[src/core/pss_pkg.sv]
package pss_pkg;
  // command codes of the registers
  localparam logic [7:0] CMD_TURN_ON_DELAY = 8'h60;
  localparam logic [7:0] CMD_SOFT_START = 8'h61;
  localparam logic [7:0] CMD_CLEAR_FAULTS = 8'h03;
  localparam logic [7:0] CMD_SUMMARY_BYTE = 8'h78;
  localparam logic [7:0] CMD_SUMMARY_WORD = 8'h79;
  localparam logic [7:0] CMD_VOUT_STATUS = 8'h7a;
  localparam logic [7:0] CMD_IOUT_STATUS = 8'h7b;
  // reset values and writable widths
  localparam logic [15:0] DELAY_RESET = 16'h0000;
  localparam logic [15:0] DELAY_MAX = 16'h0100;
  localparam logic [15:0] SOFT_RESET = 16'h0001;
  localparam int DELAY_BITS = 11;
  localparam int SOFT_BITS = 12;
  // timing
  localparam int CLK_KHZ = 125000;
  localparam int DELAY_LSB_MS = 4;
  localparam int MS_CYCLES = CLK_KHZ;
  localparam int RAMP_MS [5] = '{1, 2, 4, 8, 16};
  // summary byte bit positions
  localparam int SB_OFF = 6;
  localparam int SB_VOUT_OV = 5;
  localparam int SB_OC = 4;
  localparam int SB_THERMAL = 2;
  localparam int SB_COMM = 1;
  localparam int SB_OTHER = 0;
  // word, vout and iout bit positions
  localparam int SW_VOUT = 15;
  localparam int SW_IOUT = 14;
  localparam int SW_INPUT = 13;
  localparam int SW_PGOOD_N = 11;
  localparam int SW_UNKNOWN = 8;
  localparam int SV_OV = 7;
  localparam int SV_UV = 4;
  localparam int SV_MAXMIN = 3;
  localparam int SI_OC = 7;
  localparam int SI_OC_UV = 6;
  localparam int SI_OC_WARN = 5;
  // sequencer states
  typedef enum logic [1:0] {
    PSS_OFF = 2'b00,
    PSS_DELAY = 2'b01,
    PSS_RAMP = 2'b10,
    PSS_ON = 2'b11
  } pss_state_t;
  // live conditions from the power stage
  typedef struct packed {
    logic vout_ov;
    logic vout_uv;
    logic oc_fault;
    logic oc_warn;
    logic thermal;
    logic bad_switch;
    logic input_low;
    logic vout_range;
    logic other_fault;
    logic comm_err;
  } pss_cond_t;
endpackage

[src/core/pss_regs.sv]
module pss_regs
  import pss_pkg::*;
#(
  parameter int MS_COUNT = MS_CYCLES
) (
  // clock and reset
  input wire logic clk,
  input wire logic srst,
  // command port, one-cycle strobes
  input wire logic cmd_wr,
  input wire logic cmd_rd,
  input wire logic [7:0] cmd_code,
  input wire logic [15:0] cmd_wdata,
  output logic [15:0] cmd_rdata,
  output logic cmd_rvalid,
  // power stage
  input wire logic start_req,
  input wire pss_cond_t cond_raw,
  output logic ramp_enable,
  output logic power_ok,
  output logic alert_out_n
);
  pss_cond_t c1_q, c_q;
  logic [15:0] delay_q, soft_q;
  pss_state_t st_q;
  logic [31:0] ms_cnt_q;
  logic [15:0] ms_left_q;
  logic ms_tick;
  logic clr;
  logic oc_lat_q, comm_lat_q, unk_lat_q, oc_warn_lat_q;
  logic [7:0] sbyte, svout, siout;
  logic [15:0] sword;
  logic [4:0] ramp_ms;
  logic start_s1_q, start_q;
  logic fault_stop;

  // pins come from outside the clock domain
  // two stages each, so live status trails a pin by two cycles
  always_ff @(posedge clk) begin
    c1_q <= cond_raw;
    c_q <= c1_q;
    start_s1_q <= start_req;
    start_q <= start_s1_q;
  end

  assign clr = cmd_wr && cmd_code == CMD_CLEAR_FAULTS;

  // faults that must drop the output at once
  assign fault_stop = c_q.oc_fault | c_q.vout_ov | c_q.vout_uv |
                      c_q.bad_switch;

  // configuration writes; read-only upper bits stay zero
  always_ff @(posedge clk) begin
    if (srst) begin
      delay_q <= DELAY_RESET;
      soft_q <= SOFT_RESET;
    end else if (cmd_wr && cmd_code == CMD_TURN_ON_DELAY) begin
      // the low eleven bits are clamped at the cap, not wrapped; bits above them are dropped first
      if (cmd_wdata[DELAY_BITS-1:0] > DELAY_MAX[DELAY_BITS-1:0])
        delay_q <= DELAY_MAX;
      else
        delay_q <= {5'h00, cmd_wdata[DELAY_BITS-1:0]};
    end else if (cmd_wr && cmd_code == CMD_SOFT_START) begin
      // all twelve bits are kept; all twelve steer the ramp, any code of 4 or above giving 16 ms
      soft_q <= {4'h0, cmd_wdata[SOFT_BITS-1:0]};
    end
  end

  // codes of 4 and above all map to 16 ms
  always_comb begin
    if (soft_q[SOFT_BITS-1:0] >= 12'h004)
      ramp_ms = 5'(RAMP_MS[4]);
    else
      ramp_ms = 5'(RAMP_MS[soft_q[1:0]]);
  end

  // millisecond tick from a divider held at zero while off or on
  always_ff @(posedge clk) begin
    if (srst || st_q == PSS_OFF || st_q == PSS_ON) ms_cnt_q <= 32'h0;
    else if (ms_tick) ms_cnt_q <= 32'h0;
    else ms_cnt_q <= ms_cnt_q + 32'h1;
  end
  // the divider is not restarted between delay and ramp, so the first
  // ramp millisecond is one clock cycle short of a full divider period
  assign ms_tick = ms_cnt_q == 32'(MS_COUNT - 1);

  // sequencer: delay, then ramp, then regulation
  always_ff @(posedge clk) begin
    if (srst) begin
      st_q <= PSS_OFF;
      ms_left_q <= 16'h0;
    end else if (!start_q || fault_stop) begin
      // staying off while a fault stands avoids a restart loop
      st_q <= PSS_OFF;
    end else begin
      unique case (st_q)
        PSS_OFF: begin
          st_q <= PSS_DELAY;
          ms_left_q <= 16'(delay_q * DELAY_LSB_MS);
        end
        PSS_DELAY: begin
          if (ms_left_q == 16'h0) begin
            st_q <= PSS_RAMP;
            ms_left_q <= {11'h000, ramp_ms};
          end else if (ms_tick) ms_left_q <= ms_left_q - 16'h1;
        end
        PSS_RAMP: begin
          if (ms_left_q == 16'h0) st_q <= PSS_ON;
          else if (ms_tick) ms_left_q <= ms_left_q - 16'h1;
        end
        PSS_ON: st_q <= PSS_ON;
      endcase
    end
  end

  // latched flags: set wins over clear, clear needs condition gone
  // a clear that meets a standing condition leaves the flag set
  always_ff @(posedge clk) begin
    if (srst) begin
      oc_lat_q <= 1'b0;
      comm_lat_q <= 1'b0;
      unk_lat_q <= 1'b0;
      oc_warn_lat_q <= 1'b0;
    end else begin
      oc_lat_q <= c_q.oc_fault | (oc_lat_q & ~clr);
      comm_lat_q <= c_q.comm_err | (comm_lat_q & ~clr);
      unk_lat_q <= c_q.other_fault | (unk_lat_q & ~clr);
      oc_warn_lat_q <= c_q.oc_warn | (oc_warn_lat_q & ~clr);
    end
  end

  // status assembly
  always_comb begin
    sbyte = 8'h00; // bits 7 and 3 stay zero
    sbyte[SB_OFF] = st_q == PSS_OFF;
    sbyte[SB_VOUT_OV] = c_q.vout_ov;
    sbyte[SB_OC] = oc_lat_q;
    sbyte[SB_THERMAL] = c_q.thermal;
    sbyte[SB_COMM] = comm_lat_q;
    // warning has no own bit here, so it lands in other
    sbyte[SB_OTHER] = c_q.vout_range | c_q.bad_switch | oc_warn_lat_q;
    sword = {8'h00, sbyte};
    sword[SW_VOUT] = c_q.vout_ov | c_q.vout_uv | c_q.vout_range;
    sword[SW_IOUT] = c_q.oc_fault | oc_lat_q | oc_warn_lat_q;
    sword[SW_INPUT] = c_q.input_low;
    sword[SW_PGOOD_N] = st_q != PSS_ON;
    sword[SW_UNKNOWN] = unk_lat_q;
    svout = 8'h00;
    svout[SV_OV] = c_q.vout_ov;
    svout[SV_UV] = c_q.vout_uv;
    svout[SV_MAXMIN] = c_q.vout_range;
    svout[0] = unk_lat_q;
    siout = 8'h00;
    siout[SI_OC] = oc_lat_q;
    siout[SI_OC_UV] = oc_lat_q & c_q.vout_uv;
    siout[SI_OC_WARN] = oc_warn_lat_q;
  end

  // read port: data one cycle after the strobe; byte reads
  always_ff @(posedge clk) begin
    if (srst) begin
      cmd_rdata <= 16'h0000;
      cmd_rvalid <= 1'b0;
    end else begin
      cmd_rvalid <= cmd_rd;
      if (cmd_rd) begin
        unique case (cmd_code)
          CMD_TURN_ON_DELAY: cmd_rdata <= delay_q;
          CMD_SOFT_START: cmd_rdata <= soft_q;
          CMD_SUMMARY_BYTE: cmd_rdata <= {8'h00, sbyte};
          CMD_SUMMARY_WORD: cmd_rdata <= sword;
          CMD_VOUT_STATUS: cmd_rdata <= {8'h00, svout};
          CMD_IOUT_STATUS: cmd_rdata <= {8'h00, siout};
          // unmapped codes answer zero so every read gets a reply
          default: cmd_rdata <= 16'h0000;
        endcase
      end
    end
  end

  // outputs from flip-flops
  // alert follows the latched flags only; live bits do not pull it
  always_ff @(posedge clk) begin
    if (srst) begin
      ramp_enable <= 1'b0;
      power_ok <= 1'b0;
      alert_out_n <= 1'b1;
    end else begin
      ramp_enable <= st_q == PSS_RAMP || st_q == PSS_ON;
      power_ok <= st_q == PSS_ON;
      alert_out_n <= ~(oc_lat_q | comm_lat_q | unk_lat_q |
                       oc_warn_lat_q);
    end
  end

  // checks: one clock throughout, all but a_reset_vals quiet while reset is held
  // reset leaves both configuration registers at their defaults
  a_reset_vals: assert property (@(posedge clk) srst |=>
    delay_q == DELAY_RESET && soft_q == SOFT_RESET && alert_out_n &&
    !power_ok) else $error("reset values");
  // configuration limits and read-only bits
  a_delay_cap: assert property (@(posedge clk) disable iff (srst)
    delay_q <= DELAY_MAX) else $error("delay above cap");
  a_upper_zero: assert property (@(posedge clk) disable iff (srst)
    delay_q[15:DELAY_BITS] == 5'h00 && soft_q[15:SOFT_BITS] == 4'h0)
    else $error("read-only bits set");
  // soft-start codes of 4 and above share the longest ramp
  a_ramp_16: assert property (@(posedge clk) disable iff (srst)
    soft_q[2] |-> ramp_ms == 5'h10) else $error("ramp code");
  a_ramp_low: assert property (@(posedge clk) disable iff (srst)
    soft_q[11:2] == 10'h000 |-> ramp_ms == 5'h01 << soft_q[1:0])
    else $error("ramp code low");
  // sequencer: no rise before the delay has run out
  a_no_early_rise: assert property (@(posedge clk) disable iff (srst)
    st_q == PSS_DELAY && ms_left_q != 16'h0 |=> st_q != PSS_RAMP)
    else $error("ramp before delay done");
  // each delay step is four milliseconds of the divider
  a_delay_load: assert property (@(posedge clk) disable iff (srst)
    st_q == PSS_OFF ##1 st_q == PSS_DELAY |->
    ms_left_q == {$past(delay_q[13:0]), 2'h0})
    else $error("delay count not four per step");
  // disabled output: over-current and bad-switch faults force it off and the off bit shows it
  a_fault_off: assert property (@(posedge clk) disable iff (srst)
    c_q.oc_fault || c_q.bad_switch |=> sbyte[SB_OFF])
    else $error("fault left output on");
  a_off_bit: assert property (@(posedge clk) disable iff (srst)
    sbyte[SB_OFF] |=> !ramp_enable && !power_ok) else $error("off bit");
  // fixed bits of the status registers
  a_zero_bits: assert property (@(posedge clk) disable iff (srst)
    !sbyte[7] && !sbyte[3] && !sword[12] && sword[10:9] == 2'h0 &&
    sword[SW_PGOOD_N] == (st_q != PSS_ON)) else $error("fixed bits wrong");
  a_vout_zero: assert property (@(posedge clk) disable iff (srst)
    svout[6:5] == 2'h0 && svout[2:1] == 2'h0) else $error("vout zeros");
  // status word views of the same conditions
  a_low_byte: assert property (@(posedge clk) disable iff (srst)
    cmd_rd && cmd_code == CMD_SUMMARY_WORD |=>
    cmd_rdata[7:0] == $past(sbyte)) else $error("word low byte");
  a_vout_sum: assert property (@(posedge clk) disable iff (srst)
    c_q.vout_uv || c_q.vout_range |-> sword[SW_VOUT])
    else $error("vout summary");
  a_iout_sum: assert property (@(posedge clk) disable iff (srst)
    oc_lat_q |-> sword[SW_IOUT]) else $error("iout summary");
  a_ov_both: assert property (@(posedge clk) disable iff (srst)
    c_q.vout_ov |-> sbyte[SB_VOUT_OV] && svout[SV_OV])
    else $error("over-voltage bits");
  a_input_live: assert property (@(posedge clk) disable iff (srst)
    sword[SW_INPUT] == c_q.input_low) else $error("input bit");
  // latched flags: set by the condition, held until a clear
  a_oc_latch: assert property (@(posedge clk) disable iff (srst)
    c_q.oc_fault |=> sbyte[SB_OC]) else $error("oc not latched");
  a_oc_hold: assert property (@(posedge clk) disable iff (srst)
    oc_lat_q && !clr |=> oc_lat_q) else $error("oc dropped");
  a_clear_gated: assert property (@(posedge clk) disable iff (srst)
    oc_lat_q && c_q.oc_fault |=> oc_lat_q)
    else $error("clear beat a standing fault");
  a_comm_latch: assert property (@(posedge clk) disable iff (srst)
    c_q.comm_err |=> comm_lat_q ##1 (comm_lat_q || $past(clr)))
    else $error("comm lost");
  a_unk_latch: assert property (@(posedge clk) disable iff (srst)
    c_q.other_fault |=> sword[SW_UNKNOWN] && svout[0])
    else $error("unknown fault not latched");
  a_warn_alert: assert property (@(posedge clk) disable iff (srst)
    c_q.oc_warn |=> ##1 !alert_out_n) else $error("warning gave no alert");
  // read port answers reads only, one cycle later
  a_read_lat: assert property (@(posedge clk) disable iff (srst)
    cmd_rd && cmd_code == CMD_SUMMARY_BYTE |=> cmd_rvalid &&
    cmd_rdata[15:8] == 8'h00) else $error("byte read");
  a_rvalid_src: assert property (@(posedge clk) disable iff (srst)
    cmd_rvalid |-> $past(cmd_rd)) else $error("answer without read");
  a_write_quiet: assert property (@(posedge clk) disable iff (srst)
    cmd_wr && !cmd_rd |=> !cmd_rvalid) else $error("write answered");
  // main scenarios
  c_reach_on: cover property (@(posedge clk) st_q == PSS_ON);
  c_clear: cover property (@(posedge clk) oc_lat_q ##1 !oc_lat_q);
  c_delay: cover property (@(posedge clk)
    st_q == PSS_DELAY && delay_q != 16'h0);
  c_warn_alert: cover property (@(posedge clk) !alert_out_n ##1 alert_out_n);
  c_fault_off: cover property (@(posedge clk)
    st_q == PSS_ON ##1 st_q == PSS_OFF);
endmodule

[config.mk]
export PLATFORM = sky130hd
export DESIGN_NAME = pss_regs
export DESIGN_NICKNAME = d
export VERILOG_FILES = /design/src/core/pss_pkg.sv /design/src/core/pss_regs.sv
export SDC_FILE = /design/constraint.sdc
export NUM_CORES = 1
export LEC_CHECK = 0
export BUFFER_PORTS_ARGS = -buffer_cell sky130_fd_sc_hd__buf_2
export CAP_MARGIN = 10
export CORE_MARGIN = 3
export CORE_UTILIZATION = 50
export DETAILED_ROUTE_END_ITERATION = 10
export GPL_ROUTABILITY_DRIVEN = 0
export MAX_ROUTING_LAYER = met4
export PLACE_DENSITY_LB_ADDON = 0.1
export SLEW_MARGIN = 0
export SYNTH_ARGS = -nofsm -noshare
export SYNTH_HDL_FRONTEND = slang
export SYNTH_SLANG_ARGS = --single-unit
[constraint.sdc]
create_clock -name clk -period 3.82 [get_ports clk]
set_input_delay 0.382 -clock clk [delete_from_list [all_inputs] [get_ports clk]]
set_output_delay 0.382 -clock clk [all_outputs]
set_load 0.02 [all_outputs]
Word-level counts from Yosys, hierarchy flattened --
Memory sizes are Yosys's and may differ from the RTL's. Index checks and enable logic that the tools add are counted.
Word-level totals: bits in registers 124, logic and storage cells 111, bits of input ports 39, output and inout port bits 20, memories kept 1, memory bits (read-only) 256
Cells by class: add/subtract/negate cells 2, $lt $le $gt $ge 3, multiplexer cells 12, reductions and logical operators 16, bitwise gates (word level) 26, equal/unequal tests 15
Memory list:
- (no name shown) | depth 8, bits a word 32, read ports 1, clocked after memory_dff 0, write ports 0, RTL line pss_regs.sv:74 | ramp_ms = 5'(RAMP_MS[soft_q[1:0]]);
Operators by type and width (number):
- one-hot mux 16 bit (6 select lines) | 1
- == test 8 x 7 -> 1 bit, second input constant | 6
- two-way mux 16 bit | 3
- one-hot mux 16 bit (3 select lines) | 1
- adder 32 x 1 -> 32 bit, second input constant | 1
- == test 32 x 17 -> 1 bit, second input constant | 1
- logical NOT 16 bit | 1
- bitwise OR 1 bit | 16
- subtractor 16 x 1 -> 16 bit, second input constant | 1
- two-way mux 5 bit | 3
- >= comparator 12 x 3 -> 1 bit, second input constant | 1
- > comparator 11 x 9 -> 1 bit, second input constant | 1
- two-way mux 11 bit | 1
- == test 8 x 2 -> 1 bit, second input constant | 1
- != test 2 bit, second input constant | 4
- one-hot mux 2 bit (4 select lines) | 1
- AND 1 bit | 5
- == test 2 bit, second input constant | 2
- >= comparator 3 x 4 -> 1 bit, second input constant | 1
- logical OR 1 bit | 4
- two-way mux 2 bit | 2
- inverter 1 bit | 4
- AND reduction 2 bit | 2
- OR reduction 2 bit | 2
- 7 further kinds | 9

Depth between registers and ports, before layout --
Gate-level depths: netlist (run 1).
depth after elaboration 7, depth in mapped cells 9, mapped depth without buffers 8

Worst setup path after synthesis (run 1) --
OpenSTA, ideal clock, no wires.
path type flip-flop to flip-flop, start point register ms_cnt_q[0], end point register ms_left_q[15], data arrival time 1.812 ns, library setup time 0.115 ns, path slack 1.893 ns, period minus slack after synthesis 1.927 ns, stages on the path, launching flop included 9, buffers on the path 1, data required time 3.705 ns, cell sequence dfxtp_1 > ha_1 > and4bb_1 > nand4_2 > nor3_2 > buf_6 > nand4_2 > o31a_1 > o21a_1
On the way: cells in the longest elaborated chain, start to end 4, elaborated cells on any way between the ends 5, those cells by class 1 x eq/ne; 4 x mux
RTL lines:
- start: declaration | RTL line pss_regs.sv:26 | logic [31:0] ms_cnt_q;
- start signal: assignment | RTL line pss_regs.sv:81 | else ms_cnt_q <= ms_cnt_q + 32'h1;
- == test 32 x 17 -> 1 bit * | RTL line pss_regs.sv:85 | assign ms_tick = ms_cnt_q == 32'(MS_COUNT - 1);
- two-way mux 16 bit *
- two-way mux 16 bit (on tied branches)
- one-hot mux 16 bit (3 select lines) *
- end signal: assignment | RTL line pss_regs.sv:99 | ms_left_q <= 16'(delay_q * DELAY_LSB_MS);
- end signal: assignment | RTL line pss_regs.sv:104 | ms_left_q <= {11'h000, ramp_ms};
- end signal: assignment | RTL line pss_regs.sv:105 | end else if (ms_tick) ms_left_q <= ms_left_q - 16'h1;
- end: declaration | RTL line pss_regs.sv:27 | logic [15:0] ms_left_q;
Every way passes the cells marked *; elsewhere a longest branch is shown, timed or not. The select of a mux whose other input is x is not followed. A chain may end at the register's enable or synchronous reset.

Final worst setup path (run 1) --
Ends and elaborated chain as after synthesis.

==> results of run 1 <==
==> layer usage <==
metal	wire length (um)	vias to the layer above	share of wire, %	GRT usage, %
li1	-	2217	-	-
met1	5850	2112	46	30.7
met2	5970	151	47	35.1
met3	729	13	5.8	7.16
met4	119	0	0.94	5.68
met5	0	-	0	-
==> where the power goes <==
part | internal [mW] | total (mW) | switching [mW]
clock | 0.860 | 1.44 | 0.578
sequential | 1.25 | 1.26 | 0.0106
combinational | 0.0324 | 0.0827 | 0.0503
==> cells by family after synthesis <==
logic type | after synthesis
multiplexers | 7
AND/OR/NAND/NOR | 253
adder cells (fa/ha/maj) | 8
XOR/XNOR | 37
AO/OA/AOI/OAI | 110
other | 1
buffers and inverters | 52
flip-flops | 118
==> cell usage in the layout, fill, tap and decap left out, drive strengths merged, types with 3 or more instances in the layout <==
cell type	Yosys	final
nand2b	3	3
mux2	7	7
a22oi	12	12
nand3	28	28
nor4b	3	3
nand3b	4	4
ha	8	8
a221oi	4	4
nand4	14	14
dlygate4sd3	0	11
dfxtp	118	118
clkinvlp	0	3
and4b	4	4
or3	4	4
inv	23	25
xnor2	13	13
a21o	3	3
and2	4	4
a31oi	6	6
xor2	24	24
clkbuf	16	17
o311ai	3	3
clkinv	0	8
nor2	68	68
o21ai	11	11
nor4	16	16
o22ai	7	7
nor3	17	17
buf	13	57
and3	13	13
a21oi	42	42
and4	8	8
nand2	56	56
nand4b	3	3
==> layout make-up <==
class	instances	area [um^2]
flip-flops and latches	118	2360
well taps	133	166
repair buffers	68	405
clock buffers	17	414
inverters	23	86.3
fillers	894	3760
clock inverters	14	129
multi-input cells	416	2630
==> path summary, 6_finish.rpt <==
path | start | to | slack, ns | cells past startpoint
hold / removal | cmd_wdata[8] | soft_q[8]$_SDFFE_PP0P_ | 0.11 | 3
setup / recovery | ms_cnt_q[0]$_SDFF_PP0_ | ms_left_q[15]$_SDFFE_PP0P_ | 1.26 | 7
hold reg to reg | c1_q[5]$_DFF_P_ | c_q[5]$_DFF_P_ | 0.32 | 0
setup reg to reg | ms_cnt_q[0]$_SDFF_PP0_ | ms_left_q[15]$_SDFFE_PP0P_ | 1.26 | 7
==> worst register-to-register path, delay by kind of cell, from the launching register on <==
kind	cells	cell delay [ns]
AO/OA/AOI/OAI	2	0.47
adder cells (fa/ha/maj)	1	0.24
flip-flops	1	0.38
AND/OR/NAND/NOR	4	1.36
==> stage by stage <==
| step | total power [mW] | area, um^2 |
|---|---|---|
| detailed placement | 1.36 | 5540 |
| global placement | 1.36 | 5540 |
| CTS | 2.81 | 6190 |
| floorplan | 1.32 | 5220 |
| global route | 2.88 | 6190 |
| finish | 2.78 | 6190 |
==> cells in the mapped netlist (4+ instances only) <==
| library cell | number | area, um^2 |
|---|---|---|
| a22oi_1 | 12 | 90.1 |
| or3_1 | 4 | 25.0 |
| o21ai_1 | 5 | 25.0 |
| o22ai_1 | 7 | 43.8 |
| and3_1 | 13 | 81.3 |
| a31oi_1 | 6 | 37.5 |
| clkbuf_1 | 16 | 60.1 |
| o21ai_0 | 5 | 25.0 |
| and2_1 | 4 | 25.0 |
| nand2_1 | 56 | 210 |
| a221oi_1 | 4 | 35.0 |
| dfxtp_1 | 118 | 2360 |
| ha_1 | 8 | 100 |
| nor4_1 | 11 | 68.8 |
| nor2_1 | 68 | 255 |
| xnor2_1 | 13 | 114 |
| nand3_1 | 28 | 140 |
| a21oi_1 | 42 | 210 |
| nor3_1 | 15 | 75.1 |
| and4_1 | 8 | 70.1 |
| and4b_1 | 4 | 40.0 |
| buf_2 | 10 | 50.1 |
| xor2_1 | 24 | 210 |
| inv_1 | 23 | 86.3 |
| nand4_1 | 12 | 75.1 |
| nand3b_1 | 4 | 30.0 |
| mux2_2 | 7 | 78.8 |
==> timing repair <==
action	in CTS	in global routing
hold buffers	11	0
hold endpoints to repair	11	0
setup buffers	0	0
==> state kept, by name, indices dropped and copies added, names as in the netlist, 2 cells and up <==
signal     count
soft_q        12
c_q           10
ms_cnt_q      32
ms_left_q     16
c1_q          10
delay_q       11
cmd_rdata     15
st_q           2
==> flow_summary_export.csv, run 1 <==
group,metric,value,unit
status,status,"finished clean",
timing,clock.fmax,0.391,GHz
setup_path,startpoint_type,"flip-flop",
clock_tree,tritoncts,"built",
pwr,leakagePower,2.31,nW
timing,whs,0.112,ns
placed_design,place_ws,1.16,ns
timing,min_period,2.56,ns
setup_path,critPathCaptureType,"flip-flop",
routing,drtPass1Iterations,7,
synthesis,seq_area_frac_synth,45.3,%
routing,viasPerCell,5.69,
routing,ant_nets,0,
synthesis,synth_top_family_by_area,"simple AND/OR/NAND/NOR gates",
global_routing,grt_usage,23.2,%
synthesis,ys_async_sr_fraction,0,%
floorplanning,ioPinCount,59,
setup_path,cp_slowest_cell,"nor3_2",
synthesis,synth_fa_ha_area_share,1.92,%
final_layout,fin_nets,691,
global_routing,grt_max_degree,34,
clock_tree,cts_made_buffers,17,
clock_tree,cts_resized,0,
timing,finClkSkew,0.00535,ns
setup_path,cpMostUsedCell,"nand4_2",
setup_path,cp_max_fo,11,
timing,post-route-worst-setup-slack,1.26,ns
timing,setup_viol,0,
clock_tree,clk_pin_slew,0.06,ns
placed_design,hpwl,8670,um
pwr,powerDensity,449,nW/um^2
timing,report.final.slew_viol_count,0,
routing,drtIter0Drc,335,
setup_path,crit_chain,"ha_1, and4bb_1, nand4_2, nor3_2, nand4_2, o31a_1, o21a_1",
setup_path,critical_path_buf_inv_count,0,
final_layout,insertedDiodeCount,0,
synthesis,muxShareOfSynthArea,1.51,%
synthesis,synthSimpleGateAreaFrac,26.8,%
floorplanning,die_w,108,um
floorplanning,die_h,108,um
synthesis,syn_area,5220,um^2
routing,wl,12700,um
floorplanning,die_area,11700,um^2
setup_path,path_delay_family,"simple AND/OR/NAND/NOR gates",
setup_path,critPathRequiredTime,4.24,ns
setup_path,critical-path-max-stage-delay,0.73,ns
timing,relSlewSlack,28.4,%
worst_hold_path,worstHoldPathType,"in -> reg",
synthesis,yosys_warnings,0,
synthesis,synth_cell_types,66,
global_routing,grt_overflow_total,0,
routing,dr_total_vias,4493,
timing,rsz0062_at_grt,"no",
placed_design,dp.cells,747,
synthesis,syn_inst,586,
floorplanning,core_area,9950,um^2
clock_tree,clock_path_buffers,2,
synthesis,synth-xor-area-share,6.21,%
final_layout,fin_cells,789,
timing,finalHoldViolations,0,
placed_design,port_buffers,53,
final_layout,area_growth,18.8,%
timing,setup-tns-final,0,ns
timing,layout_worst_path_cycle_share,66.9,%
synthesis,synth-edff-count,0,
routing,avgRoutedWirePerCell,16.1,um
synthesis,synthFlopType,"dfxtp_1",
pwr,peakVddDrop,0.398,mV
global_routing,grt_pass1_vias,4261,
final_layout,layout-drive-gt1-share,17.4,%
synthesis,syn_nets,633,
clock_tree,clock_sinks,118,
synthesis,yosys_register_bits,118,
synthesis,synth_compound_area_share,13.9,%
floorplanning,num_rows,36,
final_layout,utilization,62.2,%
global_routing,grt_pass1_wl,20700,um
clock_tree,clock_latency,0.52,ns
flow_run,cap_viol_max_count,0,
clock_tree,htreeDepth,4,
global_routing,antenna_found_initial,0,
setup_path,crit_type,"reg -> reg",
routing,drc,0,
synthesis,avgSynthCellArea,8.90,um^2
setup_path,arrival,2.98,ns
clock_tree,root_buffer,"clkbuf_8",
floorplanning,initial_core_util,52.4,%
timing,worstMarginPinSlew,1.06,ns
(Power assumes the default switching activity.)
==> inputs of run 2 (changes only) <==
- clock period: 3.82 -> 2.25 ns (I/O delays scaled with it)
==> run 2 against run 1 <==
Via count rose by 1.6%. Die area stayed put. Count of clock-buffer cells in the layout rose by 1. Critical path type unchanged. Largest cell class unchanged. Highest routed layer unchanged.
==> flow_summary_export.csv, run 2 (synthesis results as in run 1) <==
group,metric,value,unit
timing,finClkSkew,0.00930,ns
final_layout,utilization,65.3,%
placed_design,dp.cells,763,
timing,whs,0.0604,ns
global_routing,grt_max_degree,37,
final_layout,final_common_cell,"dfxtp_1",
global_routing,antenna_found_initial,0,
setup_path,arrival,2.48,ns
setup_path,r2r-end,"ms_left_q[12]$_SDFFE_PP0P_",
final_layout,area_growth,24.6,%
floorplanning,initial_core_util,52.4,%
clock_tree,root_buffer,"clkbuf_8",
pwr,seqPwrFrac,44.0,%
final_layout,insertedDiodeCount,0,
clock_tree,clock_path_buffers,2,
global_routing,grt_pass1_vias,4200,
timing,post-route-worst-setup-slack,0.181,ns
clock_tree,cts_made_buffers,17,
pwr,p_int,3.69,mW
clock_tree,htreeDepth,4,
routing,drtPass1Iterations,5,
timing,setup-tns-final,0,ns
global_routing,grt_usage,24.0,%
final_layout,layout-drive-gt1-share,19.1,%
setup_path,critPathCaptureType,"flip-flop",
pwr,power,4.87,mW
final_layout,final_cell_mix,"dfxtp_1 (118), nor2_1 (68), nand2_1 (56)",
timing,setup_viol,0,
worst_hold_path,worstHoldPathType,"in -> reg",
clock_tree,clock_sinks,118,
routing,drc,0,
floorplanning,ioPinCount,59,
final_layout,top_regs,"ms_cnt_q: 32 flops, ms_left_q: 16 flops, cmd_rdata: 15 flops",
setup_path,r2r_setup_slack,0.18,ns
final_layout,fillers,841,
pwr,leakagePower,2.46,nW
floorplanning,core_area,9950,um^2
placed_design,port_buffers,53,
placed_design,place_ws,0.108,ns
final_layout,largest-register,"ms_cnt_q",
timing,worstMarginPinSlew,0.596,ns
clock_tree,clk_pin_slew,0.06,ns
routing,wl,13100,um
routing,drtIter0Drc,393,
pwr,powerDensity,748,nW/um^2
timing,layout_worst_path_cycle_share,91.9,%
setup_path,startpoint_type,"flip-flop",
placed_design,place_area,5690,um^2
pwr,power.switching,1.18,mW
pwr,power_frac_comb,3.3,%
timing,finalHoldViolations,0,
pwr,peakVddDrop,0.666,mV
setup_path,crit_path_start,"ms_left_q[0]$_SDFFE_PP0P_",
floorplanning,die_w,108,um
flow_run,cap_viol_max_count,0,
clock_tree,tritoncts,"built",
floorplanning,die_area,11700,um^2
routing,ant_nets,0,
clock_tree,clock_latency,0.54,ns
setup_path,crit_type,"reg -> reg",
global_routing,grt_pass1_wl,21100,um
pwr,swShare,24.2,%
timing,report.final.slew_viol_count,0,
floorplanning,num_rows,36,
placed_design,hpwl,8870,um
timing,clock.fmax,0.483,GHz
status,status,"finished clean",
global_routing,grt_overflow_total,0,
pwr,clkPwrFrac,52.7,%
setup_path,endpoint,"ms_left_q[12]$_SDFFE_PP0P_",
clock_tree,cts_setup_buffers,0,
final_layout,final_area,6500,um^2
setup_path,reg2regPathDepth,8,
setup_path,rr_startpoint,"ms_left_q[0]$_SDFFE_PP0P_",
final_layout,fin_cells,819,
timing,relSlewSlack,60.0,%
final_layout,fin_nets,720,
setup_path,critPathRequiredTime,2.66,ns
timing,min_period,2.07,ns
routing,viasPerCell,5.58,
routing,dr_total_vias,4567,
routing,avgRoutedWirePerCell,16.0,um
floorplanning,die_h,108,um
final_layout,largest_register_ffs,32,
setup_path,cp_max_fo,6,
-- run 2: timing repair --
item / in CTS / in global routing
endpoints found under the setup margin: 0 / 11
resized for setup: 0 / 3
endpoints found under the hold margin: 36 / 0
hold buffers: 24 / 0
-- run 2: power groups by stage --
stage / Combinational, mW / Sequential [mW] / Clock [mW]
after global placement: 0.125 / 2.18 / 0
after global routing: 0.177 / 2.14 / 2.70
final: 0.163 / 2.14 / 2.56
after CTS: 0.161 / 2.14 / 2.60
after floorplan: 0.0631 / 2.18 / 0
after detailed placement: 0.128 / 2.18 / 0
-- run 2: worst min-delay path by stage --
stage                     from                          to  slack, ns  cells after the start
3_5_place_dp   c1_q[5]$_DFF_P_              c_q[5]$_DFF_P_       0.31                      0
2_1_floorplan      cond_raw[0]             c1_q[0]$_DFF_P_       0.25                      0
5_1_grt                 cmd_rd  cmd_rdata[13]$_SDFFE_PP0P_       0.05                      3
3_3_place_gp   c1_q[0]$_DFF_P_              c_q[0]$_DFF_P_       0.31                      0
6_report                cmd_rd  cmd_rdata[11]$_SDFFE_PP0P_       0.06                      3
4_1_cts                 cmd_rd  cmd_rdata[10]$_SDFFE_PP0P_       0.04                      3
-- run 2: worst max-delay path, cell delays in order, from the launching register on --
cell and delay (ns):
dfxtp_1 0.35, inv_1 0.07, ha_1 0.19, nor3b_4 0.30
and4_1 0.33, a2bb2oi_2 0.33, a31oi_1 0.08, o211ai_1 0.20
o31ai_2 0.10
-- run 2: metal layers --
layer  vias to the layer above  wire length [um]  part of all wire (%)  global-route usage, %
li1                       2271                 -                     -                      -
met1                      2162              6310                    48                   32.5
met2                       114              6060                    46                   34.9
met3                        20               538                   4.1                   6.45
met4                         0               170                   1.3                   7.57
met5                         -                 0                     0                      -
-- run 2: area by class of cell --
type	instances	area (um^2)	share of cell area, %
clock buffers	18	418	6.43
multi-input cells	416	2650	40.7
clock inverters	14	141	2.18
repair buffers	97	681	10.5
well taps	133	166	2.56
inverters	23	86.3	1.33
flip-flops and latches	118	2360	36.3
==> inputs of run 3 (changes only) <==
- CORE_ASPECT_RATIO: not set -> 2
==> run 3 against run 2 <==
Combinational power down 11%. Critical path depth up 1. Sequential share of layout area up 0.29 points. Global-route usage up 1.8 points. Largest cell class unchanged. Wire length up 5.5%. Worst setup slack worse by 0.047 ns. First-iteration DRC count down 30%. Critical endpoint is now ms_left_q[11]$_SDFFE_PP0P_. Die area up 0.64%. Sequential cell count unchanged.
==> flow_summary_export.csv, run 3 (synthesis results as in run 1) <==
group,metric,value,unit
final_layout,final_common_cell,"dfxtp_1",
setup_path,startpoint_type,"flip-flop",
floorplanning,num_rows,52,
flow_run,cap_viol_max_count,0,
placed_design,dp.cells,770,
global_routing,grt_max_degree,50,
final_layout,largest-register,"ms_cnt_q",
final_layout,largest_register_ffs,32,
clock_tree,tritoncts,"built",
floorplanning,die_h,150,um
final_layout,final_cell_mix,"dfxtp_1 (118), nor2_1 (68), nand2_1 (56)",
clock_tree,clock_path_buffers,2,
routing,wl,13800,um
clock_tree,clock_latency,0.43,ns
floorplanning,die_area,11800,um^2
final_layout,insertedDiodeCount,0,
final_layout,top_regs,"ms_cnt_q: 32 flops, ms_left_q: 16 flops, cmd_rdata: 15 flops",
routing,drc,0,
global_routing,grtUsageMet1,25.9,%
timing,setup_viol,0,
worst_hold_path,holdPathStages,3,
global_routing,grt_overflow_total,0,
pwr,peakVddDrop,0.727,mV
floorplanning,die_w,78.2,um
timing,min_period,2.12,ns
timing,layout_worst_path_cycle_share,94.1,%
pwr,powerDensity,779,nW/um^2
routing,drtIter0Drc,274,
timing,setup-tns-final,0,ns
status,status,"finished clean",
final_layout,area_growth,23.7,%
global_routing,grt_pass1_wl,22800,um
global_routing,grt_usage,25.8,%
setup_path,arrival,2.39,ns
clock_tree,cts_setup_buffers,0,
global_routing,grtUsageMet3,5.33,%
routing,dr_total_vias,4622,
floorplanning,initial_core_util,51.4,%
final_layout,fillers,889,
routing,viasPerCell,5.69,
routing,ant_nets,0,
worst_hold_path,worstHoldPathType,"in -> reg",
routing,drtPass1Iterations,5,
timing,relSlewSlack,61.4,%
global_routing,grt-busiest-layer,"met2",
final_layout,fin_cells,813,
setup_path,crit_type,"reg -> reg",
clock_tree,htreeDepth,4,
timing,finalHoldViolations,0,
setup_path,critPathRequiredTime,2.53,ns
setup_path,cp_max_fo,11,
timing,rsz0062_at_grt,"no",
clock_tree,clock_sinks,118,
timing,clock.fmax,0.473,GHz
clock_tree,root_buffer,"clkbuf_16",
floorplanning,ioPinCount,59,
final_layout,layout-drive-gt1-share,20.2,%
clock_tree,clk_pin_slew,0.06,ns
final_layout,fin_nets,712,
timing,report.final.slew_viol_count,0,
global_routing,use_met2,46.2,%
pwr,leakagePower,2.47,nW
setup_path,critPathCaptureType,"flip-flop",
routing,avgRoutedWirePerCell,17.0,um
placed_design,port_buffers,53,
placed_design,hpwl,9820,um
timing,worstMarginPinSlew,0.575,ns
timing,finClkSkew,0.0191,ns
global_routing,antenna_found_initial,0,
floorplanning,core_area,10100,um^2
clock_tree,cts_made_buffers,17,
global_routing,grt_pass1_vias,4696,
setup_path,reg2regPathDepth,9,
==> run 3: report_power, final <==
| group | total (mW) | internal [mW] | switching [mW] | leakage [nW] |
|---|---|---|---|---|
| combinational | 0.145 | 0.0576 | 0.0877 | 1.21 |
| sequential | 2.14 | 2.12 | 0.0178 | 0.961 |
| clock | 2.74 | 1.59 | 1.15 | 0.295 |
| total | 5.02 | 3.77 | 1.26 | 2.47 |
==> run 3: layout make-up <==
cell class	count	area (um^2)	share of cell area [%]
Tap cell	135	169	2.62
Multi-Input combinational cell	416	2640	40.9
Timing Repair Buffer	89	588	9.12
Clock buffer	17	425	6.60
Sequential cell	118	2360	36.6
Clock inverter	15	179	2.77
Inverter	23	86.3	1.34
==> run 3: worst max-delay path: stages, from the launching register on <==
cell	delay (ns)
dfxtp_1	0.34
inv_1	0.07
ha_1	0.19
nor3b_4	0.31
and4_1	0.32
a21boi_2	0.11
buf_4	0.19
and3_1	0.20
a21oi_1	0.14
o22ai_1	0.10
==> run 3: metal layers <==
| metal | vias up | share of wire (%) | wire length [um] |
|---|---|---|---|
| met1 | 2185 | 37 | 5170 |
| met4 | 0 | 3.8 | 522 |
| met2 | 136 | 55 | 7600 |
| met5 | - | 0 | 0 |
| li1 | 2261 | - | - |
| met3 | 40 | 3.7 | 512 |
==> run 3: worst paths after layout <==
kind | start | to | slack [ns]
setup / recovery | ms_left_q[1]$_SDFFE_PP0P_ | ms_left_q[11]$_SDFFE_PP0P_ | 0.13
hold / removal | cmd_wdata[11] | soft_q[11]$_SDFFE_PP0P_ | 0.04
setup reg to reg | ms_left_q[1]$_SDFFE_PP0P_ | ms_left_q[11]$_SDFFE_PP0P_ | 0.13
hold reg to reg | c1_q[1]$_DFF_P_ | c_q[1]$_DFF_P_ | 0.33
==> run 3: repair_timing <==
item                       4_1_cts  5_1_grt
hold buffers                    11        0
gates resized for setup          0        2
setup endpoints to repair        0        3
hold endpoints to repair        11        0
==> run 3: per-stage QoR <==
stage               util [%]  setup slack, ns  power, mW  area (um^2)  hold WS [ns]
floorplan                  -            0.323       2.25         5220         0.253
global placement        56.4            0.179       2.31         5730         0.311
detailed placement      56.4            0.135       2.31         5730         0.312
CTS                     63.4            0.101       5.07         6440        0.0294
global route            63.5           0.0280       5.16         6450        0.0608
finish                  63.5            0.134       5.02         6450        0.0371
